<file path="config.mk">
export PLATFORM = sky130hd
export DESIGN_NAME = sfr_page_select_and_stack
export DESIGN_NICKNAME = d
export VERILOG_FILES = /design/src/rtl/sfr_page_pkg.sv /design/src/rtl/sfr_access_decode.sv /design/src/rtl/sfr_page_select_and_stack.sv
export VERILOG_INCLUDE_DIRS = /design/src /design/src/rtl
export SDC_FILE = /design/constraint.sdc
export NUM_CORES = 1
export LEC_CHECK = 0
export BUFFER_PORTS_ARGS = -buffer_cell sky130_fd_sc_hd__buf_4
export CORE_ASPECT_RATIO = 1.5
export CORE_MARGIN = 2
export CORE_UTILIZATION = 41
export CTS_CLUSTER_SIZE = 10
export DETAILED_ROUTE_END_ITERATION = 7
export SLEW_MARGIN = 20
export SYNTH_ARGS = -nofsm -noshare
export SYNTH_HDL_FRONTEND = slang
export SYNTH_SLANG_ARGS = --single-unit
</file>
<file path="constraint.sdc">
create_clock -name mclk -period 2.39 [get_ports mclk]
set_clock_uncertainty 0.2 [all_clocks]
set_input_delay 0.478 -clock mclk [delete_from_list [all_inputs] [get_ports mclk]]
set_output_delay 0.478 -clock mclk [all_outputs]
set_load 0.02 [all_outputs]
</file>
<file path="src/rtl/sfr_page_params.svh">
// Offsets, field positions, reset values and page codes of the paging block.
`ifndef SFR_PAGE_PARAMS_SVH
`define SFR_PAGE_PARAMS_SVH
`define SFR_SPACE_BASE      8'h80
`define ADDR_ACTIVE_PAGE    8'ha7
`define ADDR_STACK_SECOND   8'h85
`define ADDR_STACK_BOTTOM   8'h86
`define ADDR_PAGE_CONTROL   8'h8e
`define PAGE_ZERO           8'h00
`define PAGE_TWO            8'h02
`define PAGE_FIFTEEN        8'h0f
`define PAGE_RESET          8'h00
`define CONTROL_RESET       8'h01
`define AUTO_ENABLE_BIT     0
`define BIT_NIBBLE_A        4'h0
`define BIT_NIBBLE_B        4'h8
`endif

</file>
<file path="src/rtl/sfr_page_pkg.sv">
// Types shared by the paging block.
package sfr_page_pkg;
  typedef logic [7:0] byte_t;
  typedef enum logic [1:0] {
    PG_NONE    = 2'b00,
    PG_ZERO    = 2'b01,
    PG_TWO     = 2'b10,
    PG_FIFTEEN = 2'b11
  } page_sel_t;
endpackage : sfr_page_pkg

</file>
<file path="src/rtl/sfr_access_decode.sv">
// Decode of a direct access into the special function register space.
`include "sfr_page_params.svh"
module sfr_access_decode (
  input  wire logic                    directAddrValid,
  input  wire logic [7:0]              directAddr,
  input  wire logic                    bitAccess,
  input  wire sfr_page_pkg::byte_t     pageValue,
  output logic                         sfrHit,
  output logic                         bitAllowed,
  output sfr_page_pkg::page_sel_t      pageSel
);
  import sfr_page_pkg::*;

  always_comb begin
    sfrHit     = directAddrValid && directAddr[7];
    bitAllowed = (directAddr[3:0] == `BIT_NIBBLE_A)
              || (directAddr[3:0] == `BIT_NIBBLE_B)
              || !bitAccess;
    unique case (pageValue)
      `PAGE_ZERO:    pageSel = PG_ZERO;
      `PAGE_TWO:     pageSel = PG_TWO;
      `PAGE_FIFTEEN: pageSel = PG_FIFTEEN;
      default:       pageSel = PG_NONE;
    endcase
  end
endmodule : sfr_access_decode

</file>
<file path="src/rtl/sfr_page_select_and_stack.sv">
// Page select register, three-entry page stack and page steering for direct accesses.
//
// Overview of operation
// Direct accesses 0x80-0xFF go to register space.
// Nibble 0 or 8 addresses allow bit access.
// Software avoids unoccupied register locations.
// Eight-bit page value selects register page.
// Only pages zero, two, fifteen implemented.
// Software selects page before paged access.
// Interrupt entry pushes page onto stack.
// Interrupt return reloads page from second.
// Pop moves bottom into second entry.
// Stack writes change values, never push/pop.
// Service routines set page themselves.
// Auto-paging enable bit resets to one.
// Enable clear: no save, no restore.
// Enable set: save and restore page.
// Control upper seven bits read zero.
// All-page registers respond on any page.
// Page and stack registers reset zero.
// Page reads current, writes without stack.
// Push on vector accept, pop on return.
`include "sfr_page_params.svh"
module sfr_page_select_and_stack (
  input  wire logic                    mclk,
  input  wire logic                    rst_n,
  input  wire logic                    directAddrValid,
  input  wire logic [7:0]              directAddr,
  input  wire logic                    directWrite,
  input  wire logic                    bitAccess,
  input  wire logic [2:0]              bitIndex,
  input  wire logic                    bitValue,
  input  wire sfr_page_pkg::byte_t     writeData,
  input  wire logic                    vectorAccept,
  input  wire logic                    interruptReturnDone,
  output sfr_page_pkg::byte_t          readData,
  output logic                         sfrSelect,
  output logic                         pageZeroSelect,
  output logic                         pageTwoSelect,
  output logic                         pageFifteenSelect,
  output logic                         accessRefused,
  output sfr_page_pkg::byte_t          activePageSelect,
  output logic                         autoPageEnable
);
  import sfr_page_pkg::*;

  byte_t      pageStackSecond_ff;
  byte_t      pageStackBottom_ff;
  logic       sfrHit;
  logic       bitAllowed;
  page_sel_t  pageSel;
  logic       writeStrobe;
  byte_t      currentValue;
  byte_t      nxt_value;
  byte_t      nxt_readData;
  logic       pushEvent;
  logic       popEvent;
  // Write strobes of the registers owned here, then the control visibility and legal access terms.
  logic       writePage;
  logic       writeSecond;
  logic       writeBottom;
  logic       writeControl;
  logic       controlVisible;
  logic       legalAccess;

  // The reset byte is named so that its enable bit can be picked out of it.
  localparam byte_t ControlReset = `CONTROL_RESET;

  ////////////////////////////////////////////////////////////////////////////////

  // The decode sees the page register itself, so a page write steers the next access.
  sfr_access_decode u_decode (
    .directAddrValid (directAddrValid),
    .directAddr      (directAddr),
    .bitAccess       (bitAccess),
    .pageValue       (activePageSelect),
    .sfrHit          (sfrHit),
    .bitAllowed      (bitAllowed),
    .pageSel         (pageSel)
  );

  ////////////////////////////////////////////////////////////////////////////////

  // Bit access is a read-modify-write of the addressed byte.
  function automatic byte_t merge_bit(byte_t cur, logic [2:0] idx, logic val);
    byte_t r;
    r      = cur;
    r[idx] = val;
    return r;
  endfunction : merge_bit

  // The stack and page registers answer on every page, so they skip the page decode.
  function automatic logic all_page_reg(byte_t addr);
    return addr == `ADDR_ACTIVE_PAGE || addr == `ADDR_STACK_SECOND
        || addr == `ADDR_STACK_BOTTOM;
  endfunction : all_page_reg

  // Bit writes merge into the byte that the address holds now.
  always_comb begin
    unique case (directAddr)
      `ADDR_ACTIVE_PAGE:  currentValue = activePageSelect;
      `ADDR_STACK_SECOND: currentValue = pageStackSecond_ff;
      `ADDR_STACK_BOTTOM: currentValue = pageStackBottom_ff;
      default:            currentValue = {7'h00, autoPageEnable};
    endcase
  end

  ////////////////////////////////////////////////////////////////////////////////

  assign nxt_value      = bitAccess ? merge_bit(currentValue, bitIndex, bitValue) : writeData;
  assign writeStrobe    = sfrHit && directWrite && bitAllowed;
  assign writePage      = writeStrobe && directAddr == `ADDR_ACTIVE_PAGE;
  assign writeSecond    = writeStrobe && directAddr == `ADDR_STACK_SECOND;
  assign writeBottom    = writeStrobe && directAddr == `ADDR_STACK_BOTTOM;
  // The control register exists on page fifteen only.
  assign controlVisible = pageSel == PG_FIFTEEN;
  assign writeControl   = writeStrobe && directAddr == `ADDR_PAGE_CONTROL
                          && controlVisible;
  assign legalAccess    = sfrHit && bitAllowed;
  // Stack moves only on core events, and only while auto-paging is on.
  assign pushEvent      = vectorAccept && autoPageEnable;
  // Entry and return in one cycle keep the push, so the saved page is never lost.
  assign popEvent       = interruptReturnDone && autoPageEnable && !vectorAccept;

  ////////////////////////////////////////////////////////////////////////////////

  // A page write in the pop cycle loses to the stack move; in the push cycle it lands while the old page is pushed.
  always_ff @(posedge mclk or negedge rst_n) begin
    if (!rst_n) begin
      activePageSelect <= `PAGE_RESET;
    end else if (popEvent) begin
      activePageSelect <= pageStackSecond_ff;
    end else if (writePage) begin
      activePageSelect <= nxt_value;
    end
  end

  always_ff @(posedge mclk or negedge rst_n) begin
    if (!rst_n) begin
      pageStackSecond_ff <= `PAGE_RESET;
    end else if (pushEvent) begin
      pageStackSecond_ff <= activePageSelect;
    end else if (popEvent) begin
      pageStackSecond_ff <= pageStackBottom_ff;
    end else if (writeSecond) begin
      pageStackSecond_ff <= nxt_value;
    end
  end

  // The bottom empties to zero on pop so a deeper return finds no stale page.
  always_ff @(posedge mclk or negedge rst_n) begin
    if (!rst_n) begin
      pageStackBottom_ff <= `PAGE_RESET;
    end else if (pushEvent) begin
      pageStackBottom_ff <= pageStackSecond_ff;
    end else if (popEvent) begin
      pageStackBottom_ff <= `PAGE_ZERO;
    end else if (writeBottom) begin
      pageStackBottom_ff <= nxt_value;
    end
  end

  ////////////////////////////////////////////////////////////////////////////////

  // Only page fifteen reaches the enable; the upper seven bits have no storage.
  always_ff @(posedge mclk or negedge rst_n) begin
    if (!rst_n) begin
      autoPageEnable <= ControlReset[`AUTO_ENABLE_BIT];
    end else if (writeControl) begin
      autoPageEnable <= nxt_value[`AUTO_ENABLE_BIT];
    end
  end

  ////////////////////////////////////////////////////////////////////////////////

  // Reads are answered from the address and page of the access edge.
  always_comb begin
    nxt_readData = 8'h00;
    if (sfrHit && !directWrite) begin
      if (all_page_reg(directAddr)) begin
        nxt_readData = currentValue;
      end else if (directAddr == `ADDR_PAGE_CONTROL && controlVisible) begin
        nxt_readData = {7'h00, autoPageEnable};
      end
    end
  end

  // Reads of anything this block does not own return zero, so the core can merge
  // the answers of all register owners with a plain OR.
  always_ff @(posedge mclk or negedge rst_n) begin
    if (!rst_n) begin
      readData <= 8'h00;
    end else begin
      readData <= nxt_readData;
    end
  end

  // Select strobes are registered, so peripherals see them one cycle after the access.
  always_ff @(posedge mclk or negedge rst_n) begin
    if (!rst_n) begin
      sfrSelect         <= 1'b0;
      pageZeroSelect    <= 1'b0;
      pageTwoSelect     <= 1'b0;
      pageFifteenSelect <= 1'b0;
    end else begin
      sfrSelect         <= legalAccess;
      pageZeroSelect    <= legalAccess && pageSel == PG_ZERO;
      pageTwoSelect     <= legalAccess && pageSel == PG_TWO;
      pageFifteenSelect <= legalAccess && pageSel == PG_FIFTEEN;
    end
  end

  // A refused bit access writes nothing; the flag lets the core report it.
  always_ff @(posedge mclk or negedge rst_n) begin
    if (!rst_n) begin
      accessRefused <= 1'b0;
    end else begin
      accessRefused <= sfrHit && !bitAllowed;
    end
  end
endmodule : sfr_page_select_and_stack

</file>
==> results.yml <==
sta:
  tns_ns: 0
  worst_hold_slack_ns: 0.179
  max_freq_mhz: 480
  finalCriticalPeriod_ns: 2.08
  final-setup-viol-count: 0
  tightest_slew_ns: 0.534
  rsz0062_at_grt: "no"
  hold_viol_final: 0
  relSlewSlack_pct: 63.9
  slew_viol_final: 0
  post-route-period-util_pct: 87.2
clock_network:
  post_cts_resized: 0
  cts_buffer_depth: 2
  cts_buffers: 5
  holdBufCountCts: 1
  cts_setup_buffers: 0
  clock_latency_ns: 0.29
  root_buffer: "clkbuf_8"
  clock_sinks: 38
  path_clk_slew_ns: 0.07
  htreeDepth: 2
  cts_tree: "built"
cells_and_area:
  layout-drive-gt1-share_pct: 25.3
  n_antenna_cell: 0
  nets: 346
  mostFrequentLayoutCells: "buf_4, dfrtp_1, nand2_1"
  syn_to_final_growth_pct: 24.1
  layout_commonest_cell: "buf_4"
worst_setup_path:
  cp-end-kind: "register"
  crit_slowest_cell: "or4_1"
  max_stage_delay_ns: 0.59
  cp-start-kind: "register"
  path_buf_inv: 0
  worstPathCellList: "or4_1 -> nor4_1 -> nand4_1 -> mux2_2"
  crit_family: "simple AND/OR/NAND/NOR gates"
  critPathKind: "register to register"
  path_max_fanout: 5
  critPathArrivalTime_ns: 2.10
  required_ns: 2.41
floorplan:
  start_util_pct: 41.9
  core_sq_um: 5700
  ios: 49
  die_height_microns: 97.5
  fp.dieW_microns: 66.4
  num_rows: 34
  dieArea_sq_um: 6470
drt:
  viasPerCell: 6.04
  vias: 2367
  drc_errors: 0
  wl_microns: 7120
  first_iter_violations: 107
  avgRoutedWirePerCell_microns: 18.2
  first_pass_iters: 4
  ant_nets: 0
yosys:
  syn-num-nets: 294
  yosys_register_bits: 38
  avgSynthCellArea_sq_um: 8.96
  yosysTopAreaCellShare_pct: 38.7
  synth_warnings: 0
  yosysSeqAreaShare_pct: 39.8
  synthFlopType: "dfrtp_1"
  netlist_area_sq_um: 2390
  ys_top_cells_by_area: "dfrtp_1, a31oi_1, nand2_1"
  synth_edf_count: 0
  synth.distinct_cells: 54
  syn_inst: 267
  async_flop_share_pct: 100
  synth_top_area_cell: "dfrtp_1"
global_routing:
  grtUsageTotal_pct: 23.0
  grt_pass1_wl_microns: 11400
  antenna_found_initial: 0
  grt_pass1_vias: 2262
  grt_max_degree: 39
  overflow: 0
pwr:
  peakVddDrop_mv: 0.257
  power_density_nw_per_um2: 433
  leakagePower_nw: 1.29
placement:
  numPortBuffers: 48
  gp_congestion: 0.874
  hpwl_microns: 5300
worst_hold_path:
  hp-class: "input pin to register"
run:
  drv_cap: 0
status:
  status: "finished clean"
layout make-up:
class                   instances  area [sq um]
clock buffers                   7          86.3
inverters                       5          18.8
flip-flops and latches         38           952
fillers                       575          2730
repair buffers                 65           490
clock inverters                 1          5.00
multi-input cells             204          1320
well taps                      72          90.1
logic make-up (layout without fill, tap and decap cells):
logic type,after synthesis,after routing,share of synthesized area [%]
and+or+nand+nor,112,112,27.5
AOI/OAI and AO/OA,81,81,23.2
DFF,38,38,39.8
buffers and inverters,25,78,4.81
muxes,11,11,4.71
cell usage after synthesis, drive strengths merged, types with 6 or more instances:
master  number
clkbuf      15
a22oi        6
and3         9
nor2        16
nand2       26
o21ai       15
mux2i        9
nand3b      11
nor3        16
a31oi       19
dfrtp       37
a21oi       12
metal layers:
metal	wire length, microns	part of all wire, %	global-route usage [%]	up-vias
met4	163	2.3	9.73	0
li1	-	-	-	1112
met2	3500	49	36.4	104
met1	2970	42	30.3	1133
met5	0	0	0	-
met3	484	6.8	4.29	18
final timing paths:
kind                                                   start                               to  slack, ns  cells after the start
setup / recovery             activePageSelect[6]$_DFFE_PN0P_       autoPageEnable$_DFFE_PN1P_       0.31                      4
hold reg to reg            pageStackSecond_ff[1]$_DFFE_PN0P_  activePageSelect[1]$_DFFE_PN0P_       0.36                      2
setup reg to reg             activePageSelect[6]$_DFFE_PN0P_       autoPageEnable$_DFFE_PN1P_       0.31                      4
hold / removal                                   directWrite            readData[0]$_DFF_PN0_       0.18                      2
min in group asynchronous                              rst_n            readData[4]$_DFF_PN0_       0.48                      2
max in group asynchronous                              rst_n       autoPageEnable$_DFFE_PN1P_       1.13                      2
where the power goes:
group          switching [mW]  internal [mW]  leakage (nW)
Combinational          0.0959         0.0713         0.724
Sequential            0.00906          0.651         0.520
Clock                   0.224          0.233        0.0482
stage by stage:
stage	setup slack (ns)	instances	power, mW	util, %	area, sq um
4_1_cts	0.308	392	1.30	52.0	2970
5_1_grt	0.223	392	1.34	52.0	2970
3_3_place_gp	0.104	383	0.836	50.3	2870
2_1_floorplan	0.235	267	0.753	-	2390
6_report	0.307	392	1.28	52.0	2970
3_5_place_dp	0.0756	383	0.838	50.3	2870
registers in the layout, indices dropped and copies added, names as in the netlist:
signal,flops
pageStackSecond_ff,8
readData,8
pageFifteenSelect,1
pageZeroSelect,1
accessRefused,1
pageStackBottom_ff,8
pageTwoSelect,1
activePageSelect,8
sfrSelect,1
autoPageEnable,1
Note: power is estimated with default switching activity, not from simulation.
